`src/core/failover_pkg.sv`:
```
// Constants shared by the paired redundant links failover controller.
package failover_pkg;

    // ==========================================================
    // Clock and timing
    // ==========================================================
    // Core clock period in nanoseconds (10 MHz).
    localparam int unsigned CLK_PERIOD_NS = 100;
    // Least gap between dropping one port and enabling the other, in ns.
    localparam int unsigned SWITCH_MIN_NS = 3_000_000;
    // Longest allowed switchover time, in ns.
    localparam int unsigned SWITCH_MAX_NS = 10_000_000;
    // Least gap in cycles, rounded up.
    localparam int unsigned SWITCH_MIN_CYCLES = (SWITCH_MIN_NS + CLK_PERIOD_NS - 1) / CLK_PERIOD_NS;
    // Longest switchover in cycles, rounded down.
    localparam int unsigned SWITCH_MAX_CYCLES = SWITCH_MAX_NS / CLK_PERIOD_NS;
    // Width of the switchover timer.
    localparam int unsigned TIMER_W = 17;
    // Reset value of the switchover timer.
    localparam logic [TIMER_W-1:0] TIMER_RESET = 17'h00000;

    // ==========================================================
    // Transition counter
    // ==========================================================
    // Width of the link transition counter.
    localparam int unsigned COUNT_W = 16;
    // Reset value of the link transition counter.
    localparam logic [COUNT_W-1:0] COUNT_RESET = 16'h0000;

    // ==========================================================
    // Per-link fault vector layout
    // ==========================================================
    // Receive link lost on the master port.
    localparam int unsigned FLT_RX_LOSS = 0;
    // Port partitioned.
    localparam int unsigned FLT_PARTITION = 1;
    // Excessive collision count.
    localparam int unsigned FLT_EXC_COLL = 2;
    // Over-long collision.
    localparam int unsigned FLT_LONG_COLL = 3;
    // Received jabber.
    localparam int unsigned FLT_JABBER = 4;
    // Attachment unit failure.
    localparam int unsigned FLT_MAU = 5;
    // Failure indication from a responder far end.
    localparam int unsigned FLT_RESPONDER = 6;
    // Width of a per-link fault vector.
    localparam int unsigned FLT_W = 7;

    // ==========================================================
    // Controller states
    // ==========================================================
    // Active-link controller states.
    typedef enum logic [2:0] {
        ST_INIT,
        ST_PRI_ACTIVE,
        ST_TO_SEC,
        ST_SEC_ACTIVE,
        ST_TO_PRI
    } link_state_t;

endpackage : failover_pkg

```
`src/core/link_failover_controller.sv`:
```
// Failover controller that keeps one link of a redundant pair active.
//
// Notes on behaviour
// - Reset: both ports disabled, secondary on standby.
// - Enable primary at start only when healthy.
// - Failover drops primary first, then enables secondary.
// - Switchover takes 3 to 10 ms.
// - Repaired primary waits for secondary trouble.
// - Primary and secondary designations never change.
// - Never both links active at once.
// - Link states tracked and reported outward.
// - Every link state transition counted.
// - Partial mode: receive loss or partition fails over.
// - Partial mode: collision, jabber, attachment faults too.
// - Transmit path faults undetectable with nonresponders.
// - Full mode: responder indication swaps the active port.
// - Full mode detects transmit and receive faults.
`timescale 1ns/10ps
`default_nettype none

module link_failover_controller #(
    parameter int unsigned SWITCH_CYCLES = failover_pkg::SWITCH_MIN_CYCLES // Gap, cycles.
) (
    input wire logic CORE_CLK, // Core clock, 10 MHz.
    input wire logic ARST_N, // Asynchronous reset, active low.
    input wire logic FULL_DETECT, // High when the far ends are responders.
    input wire logic PRI_RX_LOSS, // Primary receive link lost.
    input wire logic PRI_PARTITION, // Primary port partitioned.
    input wire logic PRI_EXC_COLL, // Primary excessive collisions.
    input wire logic PRI_LONG_COLL, // Primary over-long collision.
    input wire logic PRI_JABBER, // Primary received jabber.
    input wire logic PRI_MAU_FAIL, // Primary attachment unit failure.
    input wire logic PRI_RESP_FAIL, // Responder on primary link reports loss.
    input wire logic SEC_RX_LOSS, // Secondary receive link lost.
    input wire logic SEC_PARTITION, // Secondary port partitioned.
    input wire logic SEC_EXC_COLL, // Secondary excessive collisions.
    input wire logic SEC_LONG_COLL, // Secondary over-long collision.
    input wire logic SEC_JABBER, // Secondary received jabber.
    input wire logic SEC_MAU_FAIL, // Secondary attachment unit failure.
    input wire logic SEC_RESP_FAIL, // Responder on secondary link reports loss.
    input wire logic SEC_DISABLED, // Secondary port disabled internally.
    output logic PRI_ENABLE, // Primary master port enabled.
    output logic SEC_ENABLE, // Secondary master port enabled.
    output logic SEC_IN_USE, // High from the primary drop until the secondary is dropped.
    output logic PRI_LINK_UP, // Primary link seen healthy.
    output logic SEC_LINK_UP, // Secondary link seen healthy.
    output logic [failover_pkg::COUNT_W-1:0] XFER_COUNT // Link state transitions.
);
    import failover_pkg::*;

    // ==========================================================
    // Input synchronisers
    // ==========================================================
    // Raw pin vector: mode, secondary disable, then both fault vectors.
    logic [2*FLT_W+1:0] raw_in;
    // First synchroniser stage, read only by the second stage.
    logic [2*FLT_W+1:0] sync_meta;
    // Second synchroniser stage, safe for logic.
    logic [2*FLT_W+1:0] sync_in;
    // Synchronised primary and secondary fault vectors.
    logic [FLT_W-1:0] pri_flt;
    logic [FLT_W-1:0] sec_flt;
    // Synchronised mode and secondary disable.
    logic full_mode;
    logic sec_off;

    assign raw_in = {FULL_DETECT, SEC_DISABLED,
                     SEC_RESP_FAIL, SEC_MAU_FAIL, SEC_JABBER, SEC_LONG_COLL,
                     SEC_EXC_COLL, SEC_PARTITION, SEC_RX_LOSS,
                     PRI_RESP_FAIL, PRI_MAU_FAIL, PRI_JABBER, PRI_LONG_COLL,
                     PRI_EXC_COLL, PRI_PARTITION, PRI_RX_LOSS};

    // Every pin comes from another domain, so it passes two flops first.
    always_ff @(posedge CORE_CLK or negedge ARST_N) begin
        if (!ARST_N) begin
            // Both stages reset to every fault present. A cleared stage would
            // read as a healthy primary and enable it for two cycles before
            // the real pin levels arrive, even with the primary broken.
            sync_meta <= '1;
            sync_in <= '1;
        end else begin
            sync_meta <= raw_in;
            sync_in <= sync_meta;
        end
    end

    assign pri_flt = sync_in[FLT_W-1:0];
    assign sec_flt = sync_in[2*FLT_W-1:FLT_W];
    assign sec_off = sync_in[2*FLT_W];
    assign full_mode = sync_in[2*FLT_W+1];

    // ==========================================================
    // Fault decode
    // ==========================================================
    // Folds one link's fault vector into a failure decision.
    // A responder indication only counts in full mode: a nonresponder
    // leaves the pin idle, and its transmit path faults stay unseen.
    function automatic logic link_failed(input logic [FLT_W-1:0] flt, input logic full);
        link_failed = flt[FLT_RX_LOSS] | flt[FLT_PARTITION]
                    | flt[FLT_EXC_COLL] | flt[FLT_LONG_COLL]
                    | flt[FLT_JABBER] | flt[FLT_MAU]
                    | (full & flt[FLT_RESPONDER]);
    endfunction : link_failed

    // Failure decisions for each link.
    logic pri_fail;
    logic sec_fail;
    // Reasons to leave the secondary and return to the primary.
    logic back_evt;

    assign pri_fail = link_failed(pri_flt, full_mode);
    assign sec_fail = link_failed(sec_flt, full_mode);
    // A partitioned secondary is already in sec_fail; a disable adds to it.
    assign back_evt = sec_fail | sec_off;

    // ==========================================================
    // Active-link state machine
    // ==========================================================
    // Current and next controller state.
    link_state_t state;
    link_state_t next_state;
    // Gap timer between dropping one port and enabling the other.
    logic [TIMER_W-1:0] timer;
    logic [TIMER_W-1:0] next_timer;
    // Next values of the registered port enables and in-use flag.
    logic next_pri_en;
    logic next_sec_en;
    logic next_sec_use;
    // Transition counter.
    logic [COUNT_W-1:0] count;
    logic [COUNT_W-1:0] next_count;

    // Timer load for the gap, one less than its length in cycles, in timer width; the parameter is narrowed on purpose.
    localparam logic [TIMER_W-1:0] GAP = TIMER_W'(SWITCH_CYCLES - 1);

    // Next-state logic. Each decision moves the machine out of the state
    // that saw the cause, so one fault produces exactly one switchover.
    // A broken primary may be returned to when the secondary fails too;
    // the bounded gap keeps such a ping-pong slow and never overlaps ports.
    always_comb begin
        next_state = state;
        next_timer = timer;
        unique case (state)
            // Hold everything off until the primary looks healthy.
            ST_INIT: begin
                if (!pri_fail) begin
                    next_state = ST_PRI_ACTIVE;
                end
            end
            // Primary carries traffic; any fault starts the switchover.
            ST_PRI_ACTIVE: begin
                if (pri_fail) begin
                    next_state = ST_TO_SEC;
                    next_timer = GAP;
                end
            end
            // Primary is already off; count out the gap, then secondary.
            ST_TO_SEC: begin
                if (timer == '0) begin
                    next_state = ST_SEC_ACTIVE;
                end else begin
                    next_timer = timer - 1'b1;
                end
            end
            // A repaired primary is ignored; only secondary trouble counts.
            ST_SEC_ACTIVE: begin
                if (back_evt) begin
                    next_state = ST_TO_PRI;
                    next_timer = GAP;
                end
            end
            // Secondary is off; count out the gap, then primary again.
            ST_TO_PRI: begin
                if (timer == '0) begin
                    next_state = ST_PRI_ACTIVE;
                end else begin
                    next_timer = timer - 1'b1;
                end
            end
            default: begin
                next_state = ST_INIT;
            end
        endcase
    end

    // Output and counter next values, taken from the next state so the
    // enables change together with the state they belong to.
    always_comb begin
        next_pri_en = (next_state == ST_PRI_ACTIVE);
        next_sec_en = (next_state == ST_SEC_ACTIVE);
        next_sec_use = next_sec_en | (next_state == ST_TO_SEC);
        next_count = count;
        if (next_state != state) begin
            next_count = count + 1'b1;
        end
    end

    // State registers. The counter wraps; management reads differences.
    always_ff @(posedge CORE_CLK or negedge ARST_N) begin
        if (!ARST_N) begin
            state <= ST_INIT;
            timer <= TIMER_RESET;
            PRI_ENABLE <= 1'b0;
            SEC_ENABLE <= 1'b0;
            SEC_IN_USE <= 1'b0;
            count <= COUNT_RESET;
        end else begin
            state <= next_state;
            timer <= next_timer;
            PRI_ENABLE <= next_pri_en;
            SEC_ENABLE <= next_sec_en;
            SEC_IN_USE <= next_sec_use;
            count <= next_count;
        end
    end

    // ==========================================================
    // Link status
    // ==========================================================
    // Health of each link, registered for management.
    always_ff @(posedge CORE_CLK or negedge ARST_N) begin
        if (!ARST_N) begin
            PRI_LINK_UP <= 1'b0;
            SEC_LINK_UP <= 1'b0;
        end else begin
            PRI_LINK_UP <= !pri_fail;
            SEC_LINK_UP <= !(sec_fail | sec_off);
        end
    end

    assign XFER_COUNT = count;

    // ==========================================================
    // Checks
    // ==========================================================
    // Cycles both ports have been off, for timing checks.
    logic [TIMER_W-1:0] off_cnt;
    localparam logic [TIMER_W-1:0] MIN_OFF = TIMER_W'(SWITCH_MIN_CYCLES);
    localparam logic [TIMER_W-1:0] MAX_OFF = TIMER_W'(SWITCH_MAX_CYCLES);

    // Helper counter read only by assertions.
    always_ff @(posedge CORE_CLK or negedge ARST_N) begin
        if (!ARST_N) begin
            off_cnt <= TIMER_RESET;
        end else if (PRI_ENABLE || SEC_ENABLE) begin
            off_cnt <= TIMER_RESET;
        end else if (off_cnt != '1) begin
            off_cnt <= off_cnt + 1'b1;
        end
    end

    never_both_a: assert property (@(posedge CORE_CLK) disable iff (!ARST_N)
        !(PRI_ENABLE && SEC_ENABLE))
        else $error("Both ports enabled together.");

    drop_first_a: assert property (@(posedge CORE_CLK) disable iff (!ARST_N)
        $rose(SEC_ENABLE) |-> !$past(PRI_ENABLE) && $past(SEC_IN_USE))
        else $error("Secondary enabled before primary was dropped.");

    // At the edge that sees the secondary rise, the helper still holds the
    // full count of cycles for which both ports were off; it clears later.
    switch_time_a: assert property (@(posedge CORE_CLK) disable iff (!ARST_N)
        $rose(SEC_ENABLE) |-> (off_cnt >= MIN_OFF) && (off_cnt <= MAX_OFF))
        else $error("Switchover time out of range.");

    init_safe_a: assert property (@(posedge CORE_CLK) disable iff (!ARST_N)
        (state == ST_INIT && pri_fail) |=> !PRI_ENABLE && !SEC_ENABLE)
        else $error("Port enabled while primary still failed at start.");

    pri_fault_a: assert property (@(posedge CORE_CLK) disable iff (!ARST_N)
        (PRI_ENABLE && state == ST_PRI_ACTIVE && pri_fail) |=> !PRI_ENABLE ##1 !PRI_ENABLE)
        else $error("Primary kept after a fault.");

    resp_swap_a: assert property (@(posedge CORE_CLK) disable iff (!ARST_N)
        (SEC_ENABLE && full_mode && sec_flt[FLT_RESPONDER]) |=> !SEC_ENABLE)
        else $error("Responder indication ignored on secondary.");

    sticky_sec_a: assert property (@(posedge CORE_CLK) disable iff (!ARST_N)
        (SEC_ENABLE && !back_evt) |=> SEC_ENABLE)
        else $error("Secondary left without cause.");

    count_step_a: assert property (@(posedge CORE_CLK) disable iff (!ARST_N)
        (state != $past(state)) |-> (XFER_COUNT == $past(XFER_COUNT) + 1'b1))
        else $error("Transition not counted.");

    status_a: assert property (@(posedge CORE_CLK) disable iff (!ARST_N)
        ##1 (PRI_LINK_UP == !$past(pri_fail)))
        else $error("Primary status does not follow its faults.");

    once_only_a: assert property (@(posedge CORE_CLK) disable iff (!ARST_N)
        (state == ST_PRI_ACTIVE && pri_fail) |=> (state == ST_TO_SEC) [*3])
        else $error("Fault acted on more than once.");

endmodule : link_failover_controller

`default_nettype wire

```
`config.mk`:
```
export PLATFORM = sky130hd
export DESIGN_NAME = link_failover_controller
export DESIGN_NICKNAME = d
export VERILOG_FILES = /design/src/core/failover_pkg.sv /design/src/core/link_failover_controller.sv
export SDC_FILE = /design/constraint.sdc
export NUM_CORES = 1
export LEC_CHECK = 0
export BUFFER_PORTS_ARGS = -buffer_cell sky130_fd_sc_hd__buf_2
export CAP_MARGIN = 20
export CORE_ASPECT_RATIO = 1.4
export CORE_MARGIN = 3
export CORE_UTILIZATION = 35
export CTS_BUF_LIST = sky130_fd_sc_hd__clkbuf_8
export DETAILED_ROUTE_END_ITERATION = 10
export GPL_TIMING_DRIVEN = 0
export MAX_ROUTING_LAYER = met4
export PLACE_DENSITY = 0.58
export RECOVER_POWER = 50
export SETUP_SLACK_MARGIN = 0.5
export SKIP_LAST_GASP = 1
export SLEW_MARGIN = 20
export SYNTH_ARGS = -nofsm -noshare
export SYNTH_HDL_FRONTEND = slang
export SYNTH_SLANG_ARGS = --single-unit
```
`constraint.sdc`:
```
create_clock -name CORE_CLK -period 2.9 [get_ports CORE_CLK]
set_clock_uncertainty 0.15 [all_clocks]
set_input_delay 0.58 -clock CORE_CLK [delete_from_list [all_inputs] [get_ports CORE_CLK]]
set_output_delay 0.58 -clock CORE_CLK [all_outputs]
set_load 0.1 [all_outputs]
```
-- Word level (Yosys, flattened, before mapping)
Index checks and enable logic that the tools add are counted.
W data, S select, Z words.
- equality and inequality tests: 11
- reductions and logical operators: 7
- mux-type cells: 10
- bitwise logic cells: 16
- add/sub/neg operators: 2
- operators by type and width (operator ; count):
    $mux W17 ; 3
    $pmux W17 S3 ; 1
    $logic_not A17 Y1 ; 1
    $sub A17 B1 Y17 const B ; 1
    $add A16 B1 Y16 const B ; 1
    $mux W3 ; 5
    $pmux W3 S5 ; 1
    $or A1 B1 Y1 ; 14
    $eq A3 B2 Y1 const B ; 4
    $eq A3 B1 Y1 const B ; 2
    $ne A2 B2 Y1 const B ; 3
    $reduce_and A4 Y1 ; 1
    $eq A3 B3 Y1 const B ; 1
    $logic_not A3 Y1 ; 1
    $ne A3 B3 Y1 ; 1
    $reduce_bool A3 Y1 ; 1
    $and A1 B1 Y1 ; 2
    $logic_not A1 Y1 ; 2
    $reduce_or A2 Y1 ; 1
- logic and storage cells: 56
- bits in registers: 73
- output and inout port bits: 21
- bits of input ports: 18

-- Logic depth before layout (Yosys ltp)
- depth in word-level cells: 11
- mapped depth: 8

-- Worst setup path before layout
Ideal clock, no wire load.
- kind: reg-to-reg
- start: register count[2], in the netlist XFER_COUNT[2]
- end: register count[7], in the netlist XFER_COUNT[7]
- library setup time: 0.163 ns
- data arrival time: 1.998 ns
- cell stages (with the launch flop): 6
- path slack: 0.589 ns
- path buffers: 0
- cell sequence: dfrtp_1 -> nand3_1 -> nor2_1 -> nand2_1 -> nor4_2 -> xor2_1
- longest elaborated chain between the ends: 1
- RTL lines (what ; RTL line ; text):
    start, declared ; link_failover_controller.sv:130 ; logic [COUNT_W-1:0] count;
    start signal, assigned ; link_failover_controller.sv:213 ; count <= next_count;
    $add A16 B1 Y16 ; link_failover_controller.sv:194 ; next_count = count + 1'b1;
No other way between the ends.
A chain may end at the register's enable or synchronous reset.

-- Worst setup path after layout
- start: register sync_in[0]
- end: register count[4], in the netlist XFER_COUNT[4]
- longest elaborated chain between the ends: 9
- RTL lines (what ; RTL line ; text):
    start, declared ; link_failover_controller.sv:59 ; logic [2*FLT_W+1:0] sync_in;
    start signal, assigned ; link_failover_controller.sv:83 ; sync_in <= sync_meta;
    $or A1 B1 Y1 * ; link_failover_controller.sv:99 ; link_failed = flt[FLT_RX_LOSS] | flt[FLT_PARTITION]
    $or A1 B1 Y1 * (2 in series) ; link_failover_controller.sv:100 ; | flt[FLT_EXC_COLL] | flt[FLT_LONG_COLL]
    $or A1 B1 Y1 * (2 in series) ; link_failover_controller.sv:101 ; | flt[FLT_JABBER] | flt[FLT_MAU]
    $or A1 B1 Y1 * ; link_failover_controller.sv:102 ; | (full & flt[FLT_RESPONDER]);
    $mux W3, on equally long branches ; link_failover_controller.sv:152, link_failover_controller.sv:146 ;
    $pmux W3 S5 * ; link_failover_controller.sv:143 ; unique case (state)
    $ne A3 B3 Y1 * ; link_failover_controller.sv:193 ; if (next_state != state) begin
Mark *: on every way between the ends. The rest lies on a longest branch, timed or not.

==> flow_summary.toml <==
[worst_setup_path]
cp.buffers_inverters = 1
cp_slowest_stage_delay_ns = 0.56
cp.required_ns = 2.98
crit_family = "simple AND/OR/NAND/NOR gates"
end_kind = "register"
arrival_ns = 2.34
crit_chain = "or4_4 -> o21a_1 -> nor4_4 -> buf_6 -> nor4_2 -> xor2_1"
start_kind = "register"
cp_max_fo = 10
slowest_stage = "or4_4"
worstSetupPathType = "register to register"

[clocking]
cts.clk_slew.worst_paths_ns = 0.08
cts_buffers = 9
clk_path_buf_depth = 2
postCtsHoldBufs = 0
cts_tree = "done"
htreeDepth = 3
clock-sinks = 73
cts-root-buf = "clkbuf_8"
insertion_delay_ns = 0.36

[finish]
finalNonFillerCells = 421
syn_to_final_growth_pct = 20.1
drive_above_1_share = 0.405
nFillCells = 807
antennaDiodeCount = 0
nets = 332

[detailed_routing]
via_count = 2180
wl_per_cell_um = 14.5
wl_um = 6120
drtAntennaViolNets = 0
firstDrtPassIters = 4
drcViolationCount = 0
drtIter0Drc = 140
avgViaCountPerCell = 5.18

[yosys]
synth_edf_count = 0
yosys-top-cells-count = "dfrtp_1, dfstp_2, nand2_1"
syn-cell-area_um2 = 3130
syn_nets = 276
synth-seq-cells = 73
syn_area_per_cell_um2 = 12.3
yosys_warnings = 0
synth_top_cell_by_area = "dfrtp_1"
yosys-top-cells-area = "dfrtp_1, dfstp_2, nor4_2, xor2_1, o31ai_1"
netlist_instances = 255
ys_types = 52
synthArstFlopShare = 1.00
synth_top_area_share = 0.328
synth_ff_type = "dfrtp_1"
yosysMostFrequentCell = "dfrtp_1"
ys_seq_area_frac = 0.596

[global_routing]
antenna_found_initial = 0
grt_pass1_wl_um = 10400
grt_pass1_vias = 2117
grt_use_total = 0.137
grt-ovfl-total = 0
grt_max_degree = 43

[timing]
fmax_ghz = 0.443
setup_violations = 0
final_max_slew_viol_count = 32
period_minus_slack_ns = 2.26
min_period_over_period = 0.779
relSlewSlack = -0.208
tightest_slew_ns = 1.81
hold_viol_final = 0
fin_setup_tns_ns = 0
rsz0062_at_grt = "no"

[power]
p_per_area_nw_per_um2 = 685
p_leak_uw = 0.00164
ir_drop_uv = 399

[run_status]
violations = "max-capacitance violations, max-slew violations"
status = "finished, violations left"

[floorplan]
fp-row-count = 40
fp.dieH_um = 118
dieArea_um2 = 10100
core-area_um2 = 8660
start_util = 0.362
die_width_um = 85.9
pin_count = 39

[placed_design]
io_buffers = 38
hpwl_um = 4230
dp.cells = 399
place.gp.congestion = 0.786

[worst_hold_path]
min_path_type = "primary input to register"

[flow_run]
maxCapViolCount = 1
worst paths after layout:
kind                               start        endpoint  slack [ns]  depth (start not counted)
setup / recovery              sync_in[0]   XFER_COUNT[4]        0.64                          6
hold / removal               PRI_RX_LOSS    sync_meta[0]        0.16                          1
setup reg to reg              sync_in[0]   XFER_COUNT[4]        0.64                          6
hold reg to reg            sync_meta[11]     sync_in[11]        0.21                          0
max in group asynchronous         ARST_N  XFER_COUNT[13]        1.00                          1
min in group asynchronous         ARST_N        timer[4]        0.55                          1
power breakdown:
part | internal [uW] | switching, uW | leakage, uW
logic | 197 | 319 | 0.000683
clock network | 423 | 386 | 0.000107
registers | 1140 | 115 | 0.000854
metrics by stage:
step	utilization	power, uW	hold slack (ns)	area [um2]	worst slack [ns]
after floorplan	-	1620	0.134	3130	0.589
after global placement	0.399	1740	0.196	3450	0.473
after detailed placement	0.401	1760	0.197	3480	0.413
after CTS	0.427	2580	0.0163	3700	0.532
after global routing	0.434	2720	0.140	3760	0.494
final	0.434	2580	0.162	3760	0.642
placed cells by master (no fill, tap or decap), types with 9 or more instances in the layout:
cell,synthesis,layout
nand2_1,16,16
buf_2,4,40
xor2_1,15,15
nand3_1,11,11
o31ai_1,9,9
nor3_1,12,11
clkbuf_8,0,10
dfstp_2,32,32
nor2_1,15,14
nor4_2,11,10
dfrtp_1,41,41
cell families (layout without fill, tap and decap cells):
group                    Yosys count  count (layout)  share of synthesized area
XOR/XNOR                          16              16                     0.0447
AO/OA/AOI/OAI                     53              53                      0.121
adder cells (fa/ha/maj)            3               3                     0.0120
AND/OR/NAND/NOR                   94              94                      0.195
multiplexers                       1               1                    0.00479
buffers and inverters             15              76                     0.0256
flip-flops                        73              73                      0.596
metal layers:
layer  up-vias  wire (um)  GRT usage
li1       1042          -          -
met1      1094       2560      0.166
met2        34       3180      0.207
met3        10        219     0.0378
met4         0        153     0.0683
met5         -          0          -
final cells by class:
class / count / area [um2] / area share
flip-flops and latches: 73 / 1870 / 0.496
multi-input cells: 167 / 1220 / 0.325
repair buffers: 45 / 254 / 0.0675
clock buffers: 10 / 138 / 0.0366
well taps: 105 / 131 / 0.0349
clock inverters: 6 / 66.3 / 0.0176
plain buffers: 9 / 61.3 / 0.0163
inverters: 6 / 22.5 / 0.00599
state kept, by name, indices dropped and copies added (netlist names):
name and cells:
timer 17, sync_in 16, sync_meta 16, SEC_IN_USE 1, XFER_COUNT 16, SEC_ENABLE 1, PRI_LINK_UP 1, SEC_LINK_UP 1
PRI_ENABLE 1, state 3
timing repair:
item / 4_1_cts / 5_1_grt
setup buffers: 0 / 6
resized for setup: 2 / 6
pin swaps: 0 / 3
setup endpoints to repair: 7 / 21
Note: power is estimated with default switching activity, not from simulation.
